**config.mk**
```make
export PLATFORM = sky130hd
export DESIGN_NAME = slfl_top
export DESIGN_NICKNAME = d
export VERILOG_FILES = /design/src/hdl/slfl_pkg.sv /design/src/hdl/slfl_fltimer.sv /design/src/hdl/slfl_top.sv
export SDC_FILE = /design/constraint.sdc
export NUM_CORES = 1
export LEC_CHECK = 0
export ABC_CLOCK_PERIOD_IN_PS = 6300
export BUFFER_PORTS_ARGS = -buffer_cell sky130_fd_sc_hd__buf_2
export CAP_MARGIN = 20
export CORE_UTILIZATION = 45
export CTS_CLUSTER_DIAMETER = 200
export DETAILED_ROUTE_END_ITERATION = 6
export GPL_TIMING_DRIVEN = 0
export PLACE_DENSITY_LB_ADDON = 0.12
export SYNTH_ARGS = -nofsm -noshare
export SYNTH_HDL_FRONTEND = slang
export SYNTH_SLANG_ARGS = --single-unit
```
**constraint.sdc**
```tcl
create_clock -name clk_sys -period 6.3 [get_ports clk_sys]
set_clock_uncertainty 0.05 [all_clocks]
set_input_delay 0.945 -clock clk_sys [delete_from_list [all_inputs] [get_ports clk_sys]]
set_output_delay 0.945 -clock clk_sys [all_outputs]
set_load 0.05 [all_outputs]
```
**src/hdl/slfl_pkg.sv**
```systemverilog
// constants, field layouts and tables for lock detect and fastlock
// How it works
// bit 15 runs detector, else power-save
// bit 14 picks analogue or digital detector
// bit 13 pulse unlocks and clears sticky flags
// low bits meaning follows the mode bit
// host writes zero to bits 12-8 analogue
// discharge code picks charge rate multiple
// charge code picks full charge time
// loss window is 1.0/1.5/2.0 lock window
// lock window code picks 7 to 100 ns
// consecutive misses 1-8 drop lock
// consecutive hits 1-32 raise lock
// broken run restarts count, threshold toggles lock
// divider update starts fastlock when enabled
// timer expiry releases pin, normal current
// coarse 0-7, fine 1-128 with zero 128
// duration is four to coarse times fine
// host writes zero to fastlock bits 15-13
// each synthesizer has its own logic
// fastlock current multiplier 4/8/12/16
// live lock readable as status bit 7
package slfl_pkg;

  // ************************************************
  // register map and reset values
  // ************************************************
  localparam logic [7:0]  ADDR_LD1     = 8'h4F;
  localparam logic [7:0]  ADDR_FL1     = 8'h50;
  localparam logic [7:0]  ADDR_ST1     = 8'h56;
  localparam logic [7:0]  ADDR_LD2     = 8'h58;
  localparam logic [7:0]  ADDR_FL2     = 8'h59;
  localparam logic [7:0]  ADDR_ST2     = 8'h5F;
  localparam logic [15:0] LD_RESET     = 16'h0000;
  localparam logic [15:0] FL_RESET     = 16'h0000;
  localparam int          BIT_RST_LOCK = 13;
  localparam int          ST_LOCK_BIT  = 7;

  // ************************************************
  // timing
  // ************************************************
  localparam int CLK_PERIOD_PS = 8000;
  localparam int CYC_PER_US    = 1000000 / CLK_PERIOD_PS;
  localparam int TIMER_W       = 22;
  localparam int LEVEL_W       = 18;

  // lock detect configuration, digital view
  typedef struct packed {
    logic       en;
    logic       mode;
    logic       rst_lock;
    logic [1:0] loss_win;
    logic [2:0] lock_win;
    logic [2:0] loss_thr;
    logic [4:0] lock_thr;
  } slfl_ldcfg_s;

  // fastlock control
  typedef struct packed {
    logic [2:0] rsvd;
    logic       en;
    logic [2:0] coarse;
    logic [6:0] fine;
    logic [1:0] cur;
  } slfl_flcfg_s;

  // one phase comparison, diff in half ns
  typedef struct packed {
    logic       valid;
    logic [9:0] diff;
  } slfl_pdcmp_s;

  // lock window in half ns
  function automatic logic [9:0] slfl_win(input logic [2:0] c);
    case (c)
      3'h0: slfl_win = 10'h00E;
      3'h1: slfl_win = 10'h014;
      3'h2: slfl_win = 10'h01E;
      3'h3: slfl_win = 10'h028;
      3'h4: slfl_win = 10'h03C;
      3'h5: slfl_win = 10'h064;
      3'h6: slfl_win = 10'h08C;
      default: slfl_win = 10'h0C8;
    endcase
  endfunction

  // rate table: charge us, or discharge multiple
  function automatic logic [9:0] slfl_rate(input logic [3:0] c);
    case (c)
      4'h0: slfl_rate = 10'h005;
      4'h1: slfl_rate = 10'h007;
      4'h2: slfl_rate = 10'h00A;
      4'h3: slfl_rate = 10'h00F;
      4'h4: slfl_rate = 10'h014;
      4'h5: slfl_rate = 10'h01E;
      4'h6: slfl_rate = 10'h032;
      4'h7: slfl_rate = 10'h046;
      4'h8: slfl_rate = 10'h064;
      4'h9: slfl_rate = 10'h096;
      4'hA: slfl_rate = 10'h0C8;
      4'hB: slfl_rate = 10'h12C;
      4'hC: slfl_rate = 10'h1F4;
      4'hD: slfl_rate = 10'h2BC;
      default: slfl_rate = 10'h3E8;
    endcase
  endfunction

endpackage

```
**src/hdl/slfl_fltimer.sv**
```systemverilog
// fastlock timer and pin control for one synthesizer
`timescale 1ns/100ps
module slfl_fltimer (
  input  wire logic                clk_sys,
  input  wire logic                rst_sync_n,
  input  wire slfl_pkg::slfl_flcfg_s cfg,
  input  wire logic                div_update,
  output logic                     active,
  output logic                     pin_oe_n,
  output logic [4:0]               mult
);

  logic [slfl_pkg::TIMER_W-1:0] cnt_q;
  logic                         act_q;
  logic [slfl_pkg::TIMER_W-1:0] load;
  logic                         start;

  // fine code zero means 128
  // load is fine shifted by two per coarse step
  always_comb begin
    load = slfl_pkg::TIMER_W'({cfg.fine == 7'h00, cfg.fine});
    load = load << {cfg.coarse, 1'b0};
  end

  // divider update starts fastlock only when enabled
  assign start = cfg.en & div_update;

  // count down and release at expiry
  always_ff @(posedge clk_sys or negedge rst_sync_n) begin
    if (!rst_sync_n) begin
      cnt_q <= '0;
      act_q <= 1'b0;
    end else if (start) begin
      cnt_q <= load;
      act_q <= 1'b1;
    end else if (act_q) begin
      cnt_q <= cnt_q - 1'b1;
      act_q <= (cnt_q != slfl_pkg::TIMER_W'(1));
    end
  end

  assign active   = act_q;
  assign pin_oe_n = ~act_q;  // pin pulled low while active
  // multiplier is (code+1) times four
  assign mult     = {cfg.cur + 2'h1 == 2'h0, cfg.cur + 2'h1, 2'b00};

  chk_fl_start: assert property (@(posedge clk_sys) disable iff (!rst_sync_n)
    start |=> act_q && !pin_oe_n) else $error("fastlock did not start");
  chk_fl_expire: assert property (@(posedge clk_sys) disable iff (!rst_sync_n)
    act_q && cnt_q == 1 && !start |=> !act_q && pin_oe_n)
    else $error("fastlock did not expire");
  chk_fl_cause: assert property (@(posedge clk_sys) disable iff (!rst_sync_n)
    $rose(act_q) |-> $past(start) && cnt_q == $past(load))
    else $error("fastlock started without update");

endmodule

```
**src/hdl/slfl_top.sv**
```systemverilog
// lock detectors, register decode and fastlock for two synthesizers
`timescale 1ns/100ps
module slfl_top #(
  parameter int NSYN = 2
) (
  input  wire logic                      clk_sys,
  input  wire logic                      rst_n,
  input  wire logic                      wr_en,
  input  wire logic [7:0]                wr_addr,
  input  wire logic [15:0]               wr_data,
  input  wire logic                      rd_en,
  input  wire logic [7:0]                rd_addr,
  output logic [7:0]                     rd_data,
  input  wire slfl_pkg::slfl_pdcmp_s [1:0] pd_cmp,
  input  wire logic [1:0]                div_update,
  output logic [1:0]                     lock,
  output logic [1:0]                     det_pwr_en,
  output logic [1:0]                     cp_fast,
  output logic [1:0][4:0]                cp_fast_mult,
  output logic [1:0]                     fl_pin_out,
  output logic [1:0]                     fl_pin_oe_n
);

  // ************************************************
  // checks and reset release
  // ************************************************
  // elaboration refuses any other synthesizer count
  if (NSYN != 2) begin : g_bad_nsyn
    $error("slfl_top serves exactly two synthesizers");
  end

  logic rst_meta_q;
  logic rst_sync_n;

  // reset released through two flops
  always_ff @(posedge clk_sys or negedge rst_n) begin
    if (!rst_n) begin
      rst_meta_q <= 1'b0;
      rst_sync_n <= 1'b0;
    end else begin
      rst_meta_q <= 1'b1;
      rst_sync_n <= rst_meta_q;
    end
  end

  // ************************************************
  // per synthesizer state
  // ************************************************
  slfl_pkg::slfl_ldcfg_s        ld_cfg_q [2];
  slfl_pkg::slfl_flcfg_s        fl_cfg_q [2];
  logic [1:0]                   rst_pulse_q;
  logic [1:0]                   lock_q;
  logic [1:0]                   in_st_q;
  logic [1:0]                   oo_st_q;
  logic [5:0]                   run_q [2];
  logic [slfl_pkg::LEVEL_W-1:0] level_q [2];
  logic [1:0]                   inph_q;
  logic [1:0]                   st_rd;
  logic [1:0]                   lock_d1_q;
  logic [1:0]                   edge_in;
  logic [1:0]                   edge_oo;

  genvar gi;
  // one independent copy per synthesizer
  for (gi = 0; gi < 2; gi++) begin : g_syn
    localparam logic [7:0] A_LD = (gi == 0) ? slfl_pkg::ADDR_LD1 : slfl_pkg::ADDR_LD2;
    localparam logic [7:0] A_FL = (gi == 0) ? slfl_pkg::ADDR_FL1 : slfl_pkg::ADDR_FL2;
    localparam logic [7:0] A_ST = (gi == 0) ? slfl_pkg::ADDR_ST1 : slfl_pkg::ADDR_ST2;

    logic        ld_wr;
    logic        fl_wr;
    logic [9:0]  win;
    logic [11:0] loss_prod;
    logic [10:0] loss_win;
    logic [5:0]  lock_need;
    logic [5:0]  loss_need;
    logic        pv;
    logic        in_phase;
    logic        out_phase;
    logic [slfl_pkg::LEVEL_W-1:0] full;
    logic [slfl_pkg::LEVEL_W-1:0] dis;
    logic        clr;

    assign ld_wr = wr_en && wr_addr == A_LD;
    assign fl_wr = wr_en && wr_addr == A_FL;
    assign st_rd[gi] = rd_en && rd_addr == A_ST;

    // configuration writes; reset-lock bit never stored
    always_ff @(posedge clk_sys or negedge rst_sync_n) begin
      if (!rst_sync_n) begin
        ld_cfg_q[gi] <= slfl_pkg::LD_RESET;
      end else if (ld_wr) begin
        ld_cfg_q[gi] <= wr_data & ~(16'h0001 << slfl_pkg::BIT_RST_LOCK);
      end
    end

    always_ff @(posedge clk_sys or negedge rst_sync_n) begin
      if (!rst_sync_n) begin
        fl_cfg_q[gi] <= slfl_pkg::FL_RESET;
      end else if (fl_wr) begin
        fl_cfg_q[gi] <= wr_data;
      end
    end

    // one-cycle reset-lock pulse from a write
    always_ff @(posedge clk_sys or negedge rst_sync_n) begin
      if (!rst_sync_n) begin
        rst_pulse_q[gi] <= 1'b0;
      end else begin
        rst_pulse_q[gi] <= ld_wr && wr_data[slfl_pkg::BIT_RST_LOCK];
      end
    end

    // ************************************************
    // lock detectors
    // ************************************************
    // lock window from code
    // loss window scaled by 2, 3, 4 or 5 halves
    always_comb begin
      win       = slfl_pkg::slfl_win(ld_cfg_q[gi].lock_win);
      loss_prod = 12'({2'b00, win} * (12'h002 + 12'(ld_cfg_q[gi].loss_win)));
      loss_win  = loss_prod[11:1];
    end

    // lock threshold, zero means 32
    // loss threshold, zero means 8
    assign lock_need = {ld_cfg_q[gi].lock_thr == 5'h00, ld_cfg_q[gi].lock_thr};
    assign loss_need = {2'b00, ld_cfg_q[gi].loss_thr == 3'h0, ld_cfg_q[gi].loss_thr};

    assign pv        = pd_cmp[gi].valid;
    assign in_phase  = pd_cmp[gi].diff <= win;
    assign out_phase = {1'b0, pd_cmp[gi].diff} > loss_win;

    // full level is charge time in cycles
    // discharge steps by the rate multiple
    assign full = slfl_pkg::LEVEL_W'(slfl_pkg::slfl_rate(ld_cfg_q[gi][3:0])
                  * slfl_pkg::CYC_PER_US);
    assign dis  = slfl_pkg::LEVEL_W'(slfl_pkg::slfl_rate(ld_cfg_q[gi][7:4]));

    // disabled detector held cleared
    assign clr = !ld_cfg_q[gi].en || rst_pulse_q[gi];

    // analogue path tracks last comparison phase
    always_ff @(posedge clk_sys or negedge rst_sync_n) begin
      if (!rst_sync_n) begin
        inph_q[gi] <= 1'b0;
      end else if (clr) begin
        inph_q[gi] <= 1'b0;
      end else if (pv) begin
        inph_q[gi] <= pd_cmp[gi].diff <= slfl_pkg::slfl_win(3'h0);
      end
    end

    // analogue capacitor level: charge by one, discharge by multiple
    always_ff @(posedge clk_sys or negedge rst_sync_n) begin
      if (!rst_sync_n) begin
        level_q[gi] <= '0;
      end else if (clr || !ld_cfg_q[gi].mode) begin
        level_q[gi] <= '0;
      end else if (inph_q[gi]) begin
        if (level_q[gi] < full) begin
          level_q[gi] <= level_q[gi] + 1'b1;
        end
      end else if (level_q[gi] > dis) begin
        level_q[gi] <= level_q[gi] - dis;
      end else begin
        level_q[gi] <= '0;
      end
    end

    // digital run counter restarts on any break
    always_ff @(posedge clk_sys or negedge rst_sync_n) begin
      if (!rst_sync_n) begin
        run_q[gi] <= '0;
      end else if (clr || ld_cfg_q[gi].mode) begin
        run_q[gi] <= '0;
      end else if (pv) begin
        if (!lock_q[gi] && in_phase && run_q[gi] + 6'h01 != lock_need) begin
          run_q[gi] <= run_q[gi] + 6'h01;
        end else if (lock_q[gi] && out_phase && run_q[gi] + 6'h01 != loss_need) begin
          run_q[gi] <= run_q[gi] + 6'h01;
        end else begin
          run_q[gi] <= '0;
        end
      end
    end

    // lock decided by the mode-selected detector
    always_ff @(posedge clk_sys or negedge rst_sync_n) begin
      if (!rst_sync_n) begin
        lock_q[gi] <= 1'b0;
      end else if (clr) begin
        lock_q[gi] <= 1'b0;
      end else if (ld_cfg_q[gi].mode) begin
        if (level_q[gi] >= full) begin
          lock_q[gi] <= 1'b1;
        end else if (level_q[gi] == '0) begin
          lock_q[gi] <= 1'b0;
        end
      end else if (pv) begin
        // enough hits raise lock
        if (!lock_q[gi] && in_phase && run_q[gi] + 6'h01 == lock_need) begin
          lock_q[gi] <= 1'b1;
        end
        // enough misses drop lock
        if (lock_q[gi] && out_phase && run_q[gi] + 6'h01 == loss_need) begin
          lock_q[gi] <= 1'b0;
        end
      end
    end

    // ************************************************
    // sticky status flags
    // ************************************************
    // sticky edge flags; set wins over read clear
    always_ff @(posedge clk_sys or negedge rst_sync_n) begin
      if (!rst_sync_n) begin
        in_st_q[gi] <= 1'b0;
        oo_st_q[gi] <= 1'b0;
      end else if (rst_pulse_q[gi]) begin
        // reset lock clears both flags
        in_st_q[gi] <= 1'b0;
        oo_st_q[gi] <= 1'b0;
      end else begin
        in_st_q[gi] <= edge_in[gi] || (in_st_q[gi] && !st_rd[gi]);
        oo_st_q[gi] <= edge_oo[gi] || (oo_st_q[gi] && !st_rd[gi]);
      end
    end

    // ************************************************
    // fastlock timer
    // ************************************************
    // fastlock timer for this synthesizer
    slfl_fltimer u_fl (
      .clk_sys    (clk_sys),
      .rst_sync_n (rst_sync_n),
      .cfg        (fl_cfg_q[gi]),
      .div_update (div_update[gi]),
      .active     (cp_fast[gi]),
      .pin_oe_n   (fl_pin_oe_n[gi]),
      .mult       (cp_fast_mult[gi])
    );

    // ************************************************
    // detector assertions
    // ************************************************
    chk_rst_unlock: assert property (@(posedge clk_sys) disable iff (!rst_sync_n)
      rst_pulse_q[gi] |=> !lock_q[gi] && !in_st_q[gi] && !oo_st_q[gi] && !rst_pulse_q[gi])
      else $error("reset lock did not clear");

    chk_rst_quiet: assert property (@(posedge clk_sys) disable iff (!rst_sync_n)
      rst_pulse_q[gi] |->
        ##2 !in_st_q[gi] && !oo_st_q[gi])
      else $error("forced unlock set a status flag");

    chk_sticky_set: assert property (@(posedge clk_sys) disable iff (!rst_sync_n)
      !rst_pulse_q[gi] |=>
        in_st_q[gi] >= $past(edge_in[gi]) && oo_st_q[gi] >= $past(edge_oo[gi]))
      else $error("lock edge lost its status flag");

    chk_det_off: assert property (@(posedge clk_sys) disable iff (!rst_sync_n)
      !ld_cfg_q[gi].en |=> !lock_q[gi] && run_q[gi] == 0)
      else $error("disabled detector not idle");

    chk_dig_rise: assert property (@(posedge clk_sys) disable iff (!rst_sync_n)
      $rose(lock_q[gi]) && !$past(ld_cfg_q[gi].mode) |->
        $past(pv && in_phase && run_q[gi] + 6'h01 == lock_need))
      else $error("digital lock rose without threshold");

    chk_dig_fall: assert property (@(posedge clk_sys) disable iff (!rst_sync_n)
      $fell(lock_q[gi]) && !$past(ld_cfg_q[gi].mode) && !$past(clr) |->
        $past(pv && out_phase && run_q[gi] + 6'h01 == loss_need))
      else $error("digital lock fell without threshold");

    chk_run_break: assert property (@(posedge clk_sys) disable iff (!rst_sync_n)
      !ld_cfg_q[gi].mode && !lock_q[gi] && pv && !in_phase |=> run_q[gi] == 0)
      else $error("run not restarted");

    chk_loss_break: assert property (@(posedge clk_sys) disable iff (!rst_sync_n)
      !ld_cfg_q[gi].mode && lock_q[gi] && pv && !out_phase |=>
        run_q[gi] == 0)
      else $error("loss run not restarted");

    chk_ana_rise: assert property (@(posedge clk_sys) disable iff (!rst_sync_n)
      $rose(lock_q[gi]) && $past(ld_cfg_q[gi].mode) |-> $past(level_q[gi] >= full))
      else $error("analogue lock before full charge");

    chk_ana_fall: assert property (@(posedge clk_sys) disable iff (!rst_sync_n)
      $fell(lock_q[gi]) && $past(ld_cfg_q[gi].mode) && !$past(clr) |->
        $past(level_q[gi] == '0))
      else $error("analogue lock lost before discharge");
  end

  // ************************************************
  // lock edge detection
  // ************************************************
  // edge detection of live lock for sticky flags
  always_ff @(posedge clk_sys or negedge rst_sync_n) begin
    if (!rst_sync_n) begin
      lock_d1_q <= 2'b00;
    end else begin
      // forced unlock not a lost lock
      lock_d1_q <= lock_q & ~rst_pulse_q;
    end
  end

  assign edge_in = lock_q & ~lock_d1_q;
  assign edge_oo = ~lock_q & lock_d1_q;

  // ************************************************
  // status read port
  // ************************************************
  // live lock on bit 7, sticky flags on bits 1-0
  always_ff @(posedge clk_sys or negedge rst_sync_n) begin
    if (!rst_sync_n) begin
      rd_data <= 8'h00;
    end else if (st_rd[0]) begin
      rd_data <= {lock_q[0], 5'h00, in_st_q[0], oo_st_q[0]};
    end else if (st_rd[1]) begin
      rd_data <= {lock_q[1], 5'h00, in_st_q[1], oo_st_q[1]};
    end else if (rd_en) begin
      rd_data <= 8'h00;  // unmapped or write-only address
    end
  end

  // ************************************************
  // outputs and status checks
  // ************************************************
  assign lock        = lock_q;
  assign fl_pin_out  = 2'b00;  // open drain: only ever pulls low
  assign det_pwr_en  = {ld_cfg_q[1].en, ld_cfg_q[0].en};

  chk_rd_lock: assert property (@(posedge clk_sys) disable iff (!rst_sync_n)
    st_rd[0] |=> rd_data[slfl_pkg::ST_LOCK_BIT] == $past(lock_q[0]) && rd_data[6:2] == 0)
    else $error("status read lost lock state");

  chk_rd_second: assert property (@(posedge clk_sys) disable iff (!rst_sync_n)
    st_rd[1] && !st_rd[0] |=>
      rd_data == {$past(lock_q[1]), 5'h00, $past(in_st_q[1]), $past(oo_st_q[1])})
    else $error("second status read wrong");

  chk_rd_other: assert property (@(posedge clk_sys) disable iff (!rst_sync_n)
    rd_en && st_rd == 2'b00 |=>
      rd_data == 8'h00)
    else $error("unmapped read returned data");

endmodule

```
=== Word level (Yosys, flattened, before mapping) ===
Memories as Yosys holds them, arrays and structs flattened.
Cells that the tools add are included.

* Bits in registers: 172
* Bits in read-only memories: 640
* Input bits: 60
* Output and inout port bits: 28
* Memories kept: 4

{| class="wikitable"
|+ Memories
! name !! words !! width !! read ports !! clocked after Yosys merged registers in !! wr ports !! line !! source
|-
| (no name shown) || 16 || 10 || 1 || 0 || 0 || slfl_pkg.sv:89 || <nowiki>case (c)</nowiki>
|-
| (no name shown) || 16 || 10 || 1 || 0 || 0 || slfl_pkg.sv:89 ||
|-
| (no name shown) || 16 || 10 || 1 || 0 || 0 || slfl_pkg.sv:89 ||
|-
| (no name shown) || 16 || 10 || 1 || 0 || 0 || slfl_pkg.sv:89 ||
|}

* $add $sub $neg: 12
* Multipliers: 4
* Order comparisons: 12
* Equal/unequal tests: 32
* Shift-type cells: 2
* Muxes and demuxes: 51
* Bitwise logic cells: 10
* Reduce and logical (&&, ||, !) cells: 67

{| class="wikitable"
|+ Operator list
! operator !! number
|-
| $mux W18 || 8
|-
| $pmux W8 S7 || 2
|-
| $mux W22 || 4
|-
| $eq A8 B7 Y1 const B || 6
|-
| $mux W6 || 8
|-
| $ne A22 B1 Y1 const B || 2
|-
| $shl A8 B4 Y22 || 2
|-
| $sub A22 B1 Y22 const B || 2
|-
| $add A18 B1 Y18 const B || 2
|-
| $ge A18 B17 Y1 || 2
|-
| $gt A18 B10 Y1 || 2
|-
| $logic_not A18 Y1 || 2
|-
| $lt A18 B17 Y1 || 2
|-
| $sub A18 B10 Y18 || 2
|-
| $mul A10 B7 Y17 const B || 2
|-
| $mux W1 || 26
|-
| $logic_and A1 B1 Y1 || 24
|-
| $mul A10 B3 Y12 || 2
|-
| $mux W8 || 3
|-
| $gt A10 B11 Y1 || 2
|-
| $le A10 B10 Y1 || 2
|-
| $le A10 B4 Y1 const B || 2
|-
| $eq A3 B3 Y1 const B || 6
|-
| $logic_not A7 Y1 || 2
|-
| other kinds (24) || 73
|}

=== Logic depth before layout (Yosys ltp) ===
Gate-level depths: netlist of the first run.

* Depth after elaboration: 10
* Depth in mapped cells: 30

=== By module ===
A second synthesis of the first run with hierarchy kept.

* Cells, all modules: 1990
* Area, all modules: 17594.4 um2

{| class="wikitable"
|+ Modules (own cells, without submodules)
! module !! instances !! cells an instance !! area an instance (um2) !! sequential area each (um2)
|-
| slfl_top || 1 || 1617 || 14340.0 || 3178.0
|-
| slfl_fltimer (g_syn[0].u_fl) || 1 || 198 || 1641.6 || 575.6
|-
| slfl_fltimer (g_syn[1].u_fl) || 1 || 175 || 1612.8 || 575.6
|}

=== Least setup slack after synthesis of the first run ===
OpenSTA, ideal clock, no wires.

* Kind: flip-flop to flip-flop
* Start point: register ld_cfg_q, in the netlist g_syn[0].lock_need[1]
* End point: register level_q[26] (netlist bit)
* Setup time: 0.125 ns
* Data arrival time: 6.694 ns
* Path slack: -0.570 ns
* Stages on the path, launching flop included: 25
* Buffers on the path: 1
* Period minus slack after synthesis: 6.870 ns
* Cell sequence: dfrtp_1 > inv_1 > ha_1 > o21ai_0 > fa_1 > fa_1 > inv_1 > fa_1 > fa_1 > inv_1 > ha_1 > o21ai_0 > a21oi_1 > o41a_1 > a41o_1 > o41ai_1 > xor2_1 > ha_1 > nand4b_1 > or3_1 > o221a_2 > clkbuf_1 > a31oi_1 > a31oi_1 > a2111oi_0

* Cells in the longest elaborated chain, start to end: 4

{| class="wikitable"
|+ Ends and longest elaborated chain
! element !! line !! source
|-
| from (decl) || slfl_top.sv:49 || <nowiki>slfl_pkg::slfl_ldcfg_s ld_cfg_q [2];</nowiki>
|-
| from (signal, indexed assignment) || slfl_top.sv:91 || <nowiki>ld_cfg_q[gi] <= slfl_pkg::LD_RESET;</nowiki>
|-
| from (signal, indexed assignment) || slfl_top.sv:93 || <nowiki>ld_cfg_q[gi] <= wr_data & ~(16'h0001 << slfl_pkg::BIT_RST_LOCK);</nowiki>
|-
| $mem_v2 Z16 W10 || -- ||
|-
| $mul A10 B7 Y17 || slfl_top.sv:137 || <nowiki>* slfl_pkg::CYC_PER_US);</nowiki>
|-
| $lt A18 B17 Y1 || slfl_top.sv:161 || <nowiki>if (level_q[gi] < full) begin</nowiki>
|-
| $ne A3 B1 Y1 (no source line) || -- ||
|-
| to (signal, indexed assignment) || slfl_top.sv:162 || <nowiki>level_q[gi] <= level_q[gi] + 1'b1;</nowiki>
|-
| to (signal, indexed assignment) || slfl_top.sv:165 || <nowiki>level_q[gi] <= level_q[gi] - dis;</nowiki>
|-
| to (decl) || slfl_top.sv:56 || <nowiki>logic [slfl_pkg::LEVEL_W-1:0] level_q [2];</nowiki>
|}

Every way passes these cells.
A chain may end at the register's enable or synchronous reset.

=== Final worst setup path of the first run ===
* Start point: register ld_cfg_q, in the netlist g_syn[0].lock_need[0]
* End point: register level_q[33] (netlist bit)

Same word-level chain as after synthesis.

==> results of run 1 <==
-- layout by cell type, fill, tap and decap left out, drive strengths merged, types with 61 or more instances in the layout --
cell type / instances
dfrtp: 167
o21ai: 125
clkbuf: 90
nor2: 117
nor3: 61
buf: 184
ha: 230
nand2: 140
a21oi: 101
xnor2: 78
inv: 200
-- flip-flops by register name, indices dropped and copies added (netlist names), 3 cells and up --
signal / count
g_syn.loss_need: 6
rd_data: 3
fl_cfg_q: 26
ld_cfg_q: 12
g_syn.lock_need: 10
level_q: 36
g_syn.u_fl.cnt_q: 44
run_q: 12
-- per-layer routing --
metal / up-vias / GRT usage / part of all wire
met5: - / 0 / 0.00018
met3: 70 / 0.0271 / 0.039
met1: 7703 / 0.326 / 0.46
li1: 7720 / - / -
met2: 356 / 0.396 / 0.48
met4: 2 / 0.0706 / 0.020
-- metrics by stage --
stage           util  cell area (µm²)
2_1_floorplan      -            18000
3_3_place_gp   0.489            19000
3_5_place_dp   0.490            19000
4_1_cts        0.528            20500
5_1_grt        0.548            21300
6_report       0.548            21300
-- final cells by class --
cell class,count,area [µm²],share of cell area
multi-input combinational,1604,13500,0.633
sequential,167,4190,0.197
timing repair buffer,156,1130,0.0533
inverter,196,749,0.0352
tap,518,648,0.0305
buffer,100,509,0.0239
clock buffer,18,429,0.0202
clock inverter,13,139,0.00653
-- worst min path at each step --
| stage | from | cells after the start | slack, ns | end |
|---|---|---|---|---|
| 2_1_floorplan | rst_meta_q$_DFF_PN0_ | 0 | 0.28 | rst_sync_n$_DFF_PN0_ |
| 3_3_place_gp | rst_meta_q$_DFF_PN0_ | 0 | 0.29 | rst_sync_n$_DFF_PN0_ |
| 3_5_place_dp | rst_meta_q$_DFF_PN0_ | 0 | 0.30 | rst_sync_n$_DFF_PN0_ |
| 4_1_cts | rst_n | 1 | 0.20 | rst_sync_n$_DFF_PN0_ |
| 5_1_grt | rst_n | 1 | 0.22 | rst_sync_n$_DFF_PN0_ |
| 6_report | rst_n | 1 | 0.22 | rst_sync_n$_DFF_PN0_ |
-- kinds of logic (layout without fill, tap and decap cells) --
kind of cell | Yosys count | count (layout) | share of synthesized area
and+or+nand+nor | 615 | 615 | 0.180
buffers and inverters | 299 | 483 | 0.0671
adders and majority gates | 291 | 291 | 0.230
xor gates and xnor gates | 123 | 123 | 0.0613
other | 2 | 12 | 0.000422
muxes | 85 | 85 | 0.0519
DFF | 167 | 167 | 0.235
AOI/OAI and AO/OA | 478 | 478 | 0.175
-- repair_timing --
item                                   in CTS  in global routing
setup buffers                              45                 31
pin swaps                                  64                110
setup endpoints to repair                  38                 38
endpoints found under the hold margin       0                  0
gates resized for setup                   120                112
gates cloned                                3                  0
-- power groups by stage --
stage | sequential, mW | combinational (mW) | clock, mW
2_1_floorplan | 1.33 | 2.49 | 0
3_3_place_gp | 1.37 | 3.04 | 0
3_5_place_dp | 1.36 | 3.13 | 0
4_1_cts | 1.33 | 3.51 | 1.09
5_1_grt | 1.35 | 4.20 | 1.12
6_report | 1.34 | 3.68 | 1.07
==> impl_metrics.json, run 1 <==
{
  "holdWs_ns": 0.221,
  "vias": 15851,
  "cts_buffer_depth": 2,
  "cts_tree": "done",
  "r2r-end": "level_q[33]$_DFFE_PN0P_",
  "drc": 0,
  "synth_cells": 2060,
  "cp-endpoint": "level_q[33]$_DFFE_PN0P_",
  "die_w_um": 201,
  "power.switching_mw": 2.63,
  "start_util": 0.459,
  "vdd_drop_max_uv": 353,
  "wl_per_cell_um": 17.6,
  "grt_use_total": 0.239,
  "io_pins": 88,
  "cts.sink_count": 167,
  "crit_path_top_delay_cell": "fa_1",
  "cap_violations": 0,
  "netlist_area_um2": 17800,
  "cpPeakStageDelay_ns": 0.56,
  "grt_overflow": 0,
  "synth_top_cells_by_count": "ha_1, inv_1, dfrtp_1",
  "r2r-start": "g_syn[0].lock_need[0]$_DFFE_PN0P_",
  "ys_top_cells_by_area": "dfrtp_1, ha_1, fa_1",
  "ys_seq_area_frac": 0.235,
  "crit_family": "adder cells",
  "synth_top_area_share": 0.235,
  "nFillCells": 3526,
  "crit_cells": 26,
  "required_ns": 6.58,
  "startpoint": "g_syn[0].lock_need[0]$_DFFE_PN0P_",
  "ff2ff_path_depth": 26,
  "layout_setup_ws_ns": -0.186,
  "ant_nets": 0,
  "io_buffer_count": 75,
  "stdcell_count": 2772,
  "clkTransAtPathRegs_ns": 0.08,
  "dpl_worst_slack_ns": -1.16,
  "nets": 2592,
  "numCtsBuffers": 17,
  "vias_per_cell": 5.72,
  "diodes": 0,
  "crit_arrival_ns": 6.77,
  "clock_power_share": 0.176,
  "placeableCoreArea_um2": 38800,
  "status": "finished, violations left",
  "num_rows": 72,
  "grt_pass1_vias": 15480,
  "synth_area_leader_cell": "dfrtp_1",
  "power.density_nw_per_um2": 286,
  "die_height_um": 201,
  "clock_latency_ns": 0.45,
  "internal_power_mw": 3.45,
  "p_leak_nw": 9.59,
  "worst_pin_slew_ns": 0.838,
  "p_seq_frac": 0.219,
  "drive_above_1_share": 0.197,
  "total_power_mw": 6.09,
  "yosys_warnings": 0,
  "max-slew-margin-rel": 0.442,
  "grt_pass1_wl_um": 79300,
  "synth_flop_cell": "dfrtp_1",
  "synth-seq-cells": 167,
  "tns_ns": -2.09,
  "worst_setup_path_start_kind": "flip-flop",
  "rrSetupSlack_ns": -0.19,
  "combinationalPowerShare": 0.604,
  "synth_area_per_cell_um2": 8.65,
  "setup_viol": 19,
  "period_minus_slack_ns": 6.49,
  "syn_to_final_growth_pct": 19.4,
  "violations": "setup timing",
  "dpl.cell_count": 2665,
  "final_hold_viol_count": 0,
  "cts-root-buf": "clkbuf_16",
  "ys_types": 86,
  "first_pass_iters": 5,
  "post-route-period-util": 1.03,
  "crit_type": "flip-flop to flip-flop",
  "dp_hpwl_um": 36400,
  "rsz0062_at_grt": "true",
  "cp_common_cell": "fa_1",
  "cts-hold-fix-buffers": 0,
  "grt_max_degree": 63,
  "synthArstFlopShare": 1.00,
  "endpoint_kind": "flip-flop",
  "synth-edff-count": 0,
  "finalMaxSlewViolations": 0,
  "swShare": 0.433,
  "hp-class": "input pin to async pin",
  "wl_um": 48900,
  "h-tree-depth": 4,
  "critPathBufInv": 7,
  "die-area_um2": 40400,
  "fmaxAchievable_ghz": 0.154,
  "place_congestion": 0.915,
  "first_iter_violations": 950,
  "synthMostInstantiatedCell": "ha_1",
  "antenna_found_initial": 1,
  "cp_max_fo": 8
}
(Power assumes the default switching activity.)
==> run 2: changes to the inputs <==
- CELL_PAD_IN_SITES_DETAIL_PLACEMENT: not set -> 0
- CELL_PAD_IN_SITES_GLOBAL_PLACEMENT: not set -> 1
- GPL_TIMING_DRIVEN: 0 -> not set
==> run 2 against run 1 <==
Net effect: the flow still finishes with violations (setup timing); register-to-register slack better by 0.11 ns; first-iteration DRC count down 7.8%; largest power group unchanged; critical path depth down 1; sequential power about the same; largest cell class unchanged; highest routed layer is now met4; sequential share of layout area down 0.17 points; final cell count down 0.90%; fmax up 1.7%; power up 12%; critical endpoint is now level_q[28]$_DFFE_PN0P_.
==> impl_metrics.json, run 2 (synthesis results as in run 1) <==
{
  "status": "finished, violations left",
  "violations": "setup timing",
  "crit_type": "flip-flop to flip-flop",
  "dpl.cell_count": 2673,
  "largestRegisters": "g_syn.u_fl.cnt_q x44, level_q x36, fl_cfg_q x26",
  "grt_pass1_vias": 15436,
  "grt_overflow": 0,
  "dp_hpwl_um": 36600,
  "finalMaxSlewViolations": 0,
  "placeableCoreArea_um2": 38800,
  "ff2ff_path_depth": 25,
  "wl_um": 48200,
  "max-slew-margin-rel": 0.254,
  "grt_pass1_wl_um": 79100,
  "drive_above_1_share": 0.225,
  "vias": 15506,
  "stdcell_count": 2747,
  "nets": 2566,
  "power.density_nw_per_um2": 317,
  "vias_per_cell": 5.64,
  "final_common_cell": "ha_1",
  "power.switching_mw": 2.86,
  "required_ns": 6.60,
  "post-route-period-util": 1.01,
  "start_util": 0.459,
  "rrSetupSlack_ns": -0.08,
  "numCtsBuffers": 17,
  "antenna_found_initial": 0,
  "final_cell_mix": "ha_1, inv_1, dfrtp_1",
  "wl_per_cell_um": 17.6,
  "final_hold_viol_count": 0,
  "tns_ns": -0.368,
  "cts.sink_count": 167,
  "cts_buffer_depth": 2,
  "internal_power_mw": 3.94,
  "die_height_um": 201,
  "top_layer": "met4",
  "regMostFlops": "g_syn.u_fl.cnt_q",
  "cts_tree": "done",
  "crit_arrival_ns": 6.68,
  "largest_reg_flops": 44,
  "final_util": 0.552,
  "drc": 0,
  "first_pass_iters": 5,
  "p_seq_frac": 0.198,
  "fmaxAchievable_ghz": 0.157,
  "die-area_um2": 40400,
  "combinationalPowerShare": 0.636,
  "diodes": 0,
  "r2r-start": "g_syn[0].lock_need[0]$_DFFE_PN0P_",
  "period_minus_slack_ns": 6.38,
  "endpoint_kind": "flip-flop",
  "die_w_um": 201,
  "dr_wl_met2_um": 22400,
  "clkTransAtPathRegs_ns": 0.08,
  "grt_use_total": 0.240,
  "clock_latency_ns": 0.46,
  "io_buffer_count": 76,
  "io_pins": 88,
  "clock_power_share": 0.165,
  "cts-root-buf": "clkbuf_16",
  "setup_viol": 10,
  "num_rows": 72,
  "hp-class": "input pin to async pin",
  "grt_max_degree": 166,
  "p_leak_nw": 9.76,
  "rsz0062_at_grt": "true",
  "cp_max_fo": 5,
  "first_iter_violations": 876,
  "worst_setup_path_start_kind": "flip-flop",
  "worst_pin_slew_ns": 1.12,
  "r2r-end": "level_q[28]$_DFFE_PN0P_",
  "met1_length_um": 23600,
  "ant_nets": 0,
  "swShare": 0.420,
  "layout_setup_ws_ns": -0.0789,
  "vdd_drop_max_uv": 354,
  "cts-hold-fix-buffers": 0,
  "place_congestion": 0.881,
  "syn_to_final_growth_pct": 20.4,
  "h-tree-depth": 4,
  "cap_violations": 0,
  "wl_met3_um": 1650
}
-- run 2: changes by cell type in the layout (fill, tap and decap cells not counted), moves of 3 or more --
| cell | previous run | this run |
|---|---|---|
| nor4_4 | 8 | 5 |
| clkinv_8 | 0 | 5 |
| ha_4 | 20 | 25 |
| o21ai_0 | 97 | 93 |
| buf_2 | 81 | 76 |
| ha_2 | 5 | 1 |
| clkbuf_1 | 69 | 0 |
| buf_4 | 72 | 121 |
| buf_6 | 23 | 28 |
| o21ai_1 | 10 | 16 |
| o21ai_4 | 7 | 3 |
-- run 2: worst max path at each step --
stage	startpoint	endpoint	slack [ns]	cells after the start
2_1_floorplan	g_syn[0].lock_need[3]$_DFFE_PN0P_	level_q[26]$_DFFE_PN0P_	-0.04	24
4_1_cts	g_syn[0].lock_need[0]$_DFFE_PN0P_	level_q[34]$_DFFE_PN0P_	-0.12	27
3_3_place_gp	g_syn[0].lock_need[0]$_DFFE_PN0P_	level_q[28]$_DFFE_PN0P_	-0.28	27
3_5_place_dp	g_syn[0].lock_need[0]$_DFFE_PN0P_	level_q[28]$_DFFE_PN0P_	-0.37	27
5_1_grt	g_syn[0].lock_need[0]$_DFFE_PN0P_	level_q[28]$_DFFE_PN0P_	-0.40	27
6_report	g_syn[0].lock_need[0]$_DFFE_PN0P_	level_q[28]$_DFFE_PN0P_	-0.08	25
-- run 2: metal layers --
metal,global-route usage,vias to the layer above
met2,0.391,266
li1,-,7692
met3,0.0357,42
met5,0,-
met1,0.335,7506
met4,0.0523,0
-- run 2: layout make-up --
class                      count  area, µm²
fill                        3579      17400
multi-input combinational   1604      13500
timing repair buffer         230       1700
inverter                     196        751
tap                          518        648
clock inverter                15        205
sequential                   167       4190
clock buffer                  17        425
-- run 2: timing repair --
item,4_1_cts,5_1_grt
cloned,2,1
buffers inserted,22,22
setup endpoints to repair,38,38
pin swaps,67,125
gates resized for setup,89,153
-- run 2: worst max-delay path: stages, from the launching register on --
cell and delay (ns):
dfrtp_2 0.46, inv_4 0.09, buf_6 0.12, ha_4 0.16, mux2i_4 0.08, buf_6 0.13, buf_4 0.12, fa_1 0.47
inv_1 0.06, fa_1 0.49, fa_1 0.50, fa_1 0.50, inv_2 0.05, ha_4 0.16, o41a_1 0.44, a41o_1 0.22
o41ai_2 0.25, xor2_1 0.12, ha_1 0.31, nand4b_1 0.14, or3_4 0.44, o221ai_4 0.18, buf_6 0.19, nor4b_4 0.06
buf_4 0.16, o311a_1 0.32
-- run 2: per-stage QoR --
step	hold WS (ns)	total power, mW	setup slack [ns]	area, µm²
finish	0.204	6.79	-0.0789	21400
global route	0.182	7.43	-0.397	21400
CTS	0.175	6.42	-0.116	20600
detailed placement	0.294	4.89	-0.372	19400
global placement	0.292	4.83	-0.282	19400
floorplan	0.281	3.82	-0.0410	18000
-- run 2: power groups by stage --
stage	Sequential, mW	Combinational (mW)	Clock, mW
after floorplan	1.33	2.49	0
after global placement	1.36	3.47	0
after detailed placement	1.36	3.53	0
after CTS	1.35	3.92	1.16
after global routing	1.37	4.87	1.19
final	1.35	4.32	1.12
==> run 3: changes to the inputs <==
- CORE_ASPECT_RATIO: not set -> 0.7
==> run 3 against run 2 <==
Net effect: the run still ends with setup timing left; non-clock buffer count is 6 higher; core utilization is 0.43 points lower; flip-flop and latch count stayed put; highest routed layer unchanged; power is 3.8% lower; largest cell class unchanged; sequential share of layout area is 0.19 points higher; clock power is 4% lower; first-iteration DRC count is 32% higher; die area hardly changed; critical path type unchanged.
==> impl_metrics.json, run 3 (synthesis results as in run 1) <==
{
  "status": "finished, violations left",
  "violations": "setup timing",
  "clkTransAtPathRegs_ns": 0.08,
  "grt_overflow": 0,
  "final_hold_viol_count": 0,
  "antenna_found_initial": 2,
  "cp_max_fo": 6,
  "io_buffer_count": 76,
  "crit_type": "flip-flop to flip-flop",
  "startpoint": "g_syn[1].lock_need[0]$_DFFE_PN0P_",
  "cts_buffer_depth": 2,
  "drc": 0,
  "setup_viol": 12,
  "fmaxAchievable_ghz": 0.155,
  "rrSetupSlack_ns": -0.15,
  "num_rows": 60,
  "grt_max_degree": 153,
  "largestRegisters": "g_syn.u_fl.cnt_q x44, level_q x36, fl_cfg_q x26",
  "io_pins": 88,
  "first_pass_iters": 5,
  "finalMaxSlewViolations": 0,
  "internal_power_mw": 3.77,
  "die_height_um": 168,
  "vias": 15821,
  "endpoint_kind": "flip-flop",
  "period_minus_slack_ns": 6.45,
  "vias_per_cell": 5.73,
  "swShare": 0.423,
  "placeableCoreArea_um2": 38700,
  "wl_per_cell_um": 18.3,
  "holdWs_ns": 0.144,
  "worst_pin_slew_ns": 1.29,
  "final_cell_mix": "ha_1, inv_1, dfrtp_1",
  "cts_tree": "done",
  "placed_area_um2": 19500,
  "drive_above_1_share": 0.217,
  "die-area_um2": 40400,
  "max-slew-margin-rel": 0.131,
  "total_power_mw": 6.53,
  "start_util": 0.460,
  "cts-hold-fix-buffers": 0,
  "crit_arrival_ns": 6.73,
  "nFillCells": 3566,
  "h-tree-depth": 4,
  "dpl_worst_slack_ns": -0.369,
  "worst_setup_path_start_kind": "flip-flop",
  "largest_reg_flops": 44,
  "power.density_nw_per_um2": 308,
  "numCtsBuffers": 17,
  "nets": 2572,
  "final_common_cell": "ha_1",
  "required_ns": 6.58,
  "post-route-period-util": 1.02,
  "regMostFlops": "g_syn.u_fl.cnt_q",
  "power.switching_mw": 2.76,
  "dp_hpwl_um": 38100,
  "syn_to_final_growth_pct": 19.2,
  "clock_power_share": 0.165,
  "wl_um": 50500,
  "r2r-start": "g_syn[1].lock_need[0]$_DFFE_PN0P_",
  "tns_ns": -0.781,
  "vdd_drop_max_uv": 353,
  "grt_pass1_wl_um": 79700,
  "combinationalPowerShare": 0.629,
  "hp-class": "flip-flop to async pin",
  "p_leak_nw": 9.77,
  "crit_path_top_delay_cell": "or4_4",
  "place_congestion": 0.885,
  "clock_latency_ns": 0.45,
  "grt_pass1_vias": 14617,
  "cts-root-buf": "clkbuf_16",
  "p_seq_frac": 0.207,
  "ant_nets": 0,
  "rsz0062_at_grt": "true",
  "cpPeakStageDelay_ns": 0.54,
  "layout_setup_ws_ns": -0.153,
  "grt_use_total": 0.249,
  "fin_area_um2": 21200,
  "cap_violations": 0,
  "die_w_um": 240,
  "cts.sink_count": 167,
  "first_iter_violations": 1160,
  "diodes": 0
}
run 3: cell types whose count changed in the layout (fill, tap and decap cells not counted), moves of 3 or more:
cell,delta
buf_4,+11
a311oi_2,-4
buf_6,-3
ha_2,+3
a21oi_2,+3
ha_4,-8
ha_1,+5
a311oi_1,+4
inv_6,+3
nand2_4,-3
clkinv_8,-3
run 3: path summary, 6_finish.rpt:
path	endpoint	cells after the start
worst max-delay path	level_q[8]$_DFFE_PN0P_	29
worst min-delay path	level_q[11]$_DFFE_PN0P_	0
worst max register to register	level_q[8]$_DFFE_PN0P_	29
worst min register to register	level_q[11]$_DFFE_PN0P_	0
max in group asynchronous	level_q[31]$_DFFE_PN0P_	1
min in group clk_sys	rst_sync_n$_DFF_PN0_	0
run 3: worst max-delay path, delay by kind of cell (launching register included):
family	cells	cell delay [ns]
fa+ha+maj	7	2.67
compound gates	9	1.36
xor+xnor	1	0.21
buf+inv	8	0.77
flops	1	0.40
simple gates	4	0.86
run 3: per-layer routing:
layer  vias up  wire length (µm)  GRT usage
met5         -                 0          0
met4         0               519     0.0404
met3        36              2530     0.0391
met2       404             21100      0.353
met1      7660             26300      0.396
li1       7721                 -          -
run 3: cell type report:
class                   count  area [µm²]  area share
clock buffers              18         439      0.0207
clock inverters            14         149     0.00701
inverters                 196         746      0.0351
multi-input cells        1604       13300       0.628
flip-flops and latches    167        4190       0.197
well taps                 527         659      0.0311
repair buffers            236        1710      0.0804
run 3: repair_timing:
item / CTS / global route
gates resized for setup: 92 / 109
pin swaps: 84 / 85
gates cloned: 1 / 0
hold endpoints to repair: 0 / 0
setup endpoints to repair: 38 / 38
setup buffers: 20 / 18
run 3: power groups by stage:
stage               registers (mW)  clock network (mW)  logic (mW)
global placement              1.36                   0        3.52
floorplan                     1.33                   0        2.49
finish                        1.35                1.08        4.11
global route                  1.37                1.14        4.62
detailed placement            1.37                   0        3.59
CTS                           1.35                1.10        3.90
run 3: stage by stage:
| step | util | instances |
|---|---|---|
| floorplan | - | 2070 |
| global placement | 0.502 | 2691 |
| detailed placement | 0.502 | 2691 |
| CTS | 0.532 | 2744 |
| global route | 0.548 | 2762 |
| finish | 0.548 | 2762 |
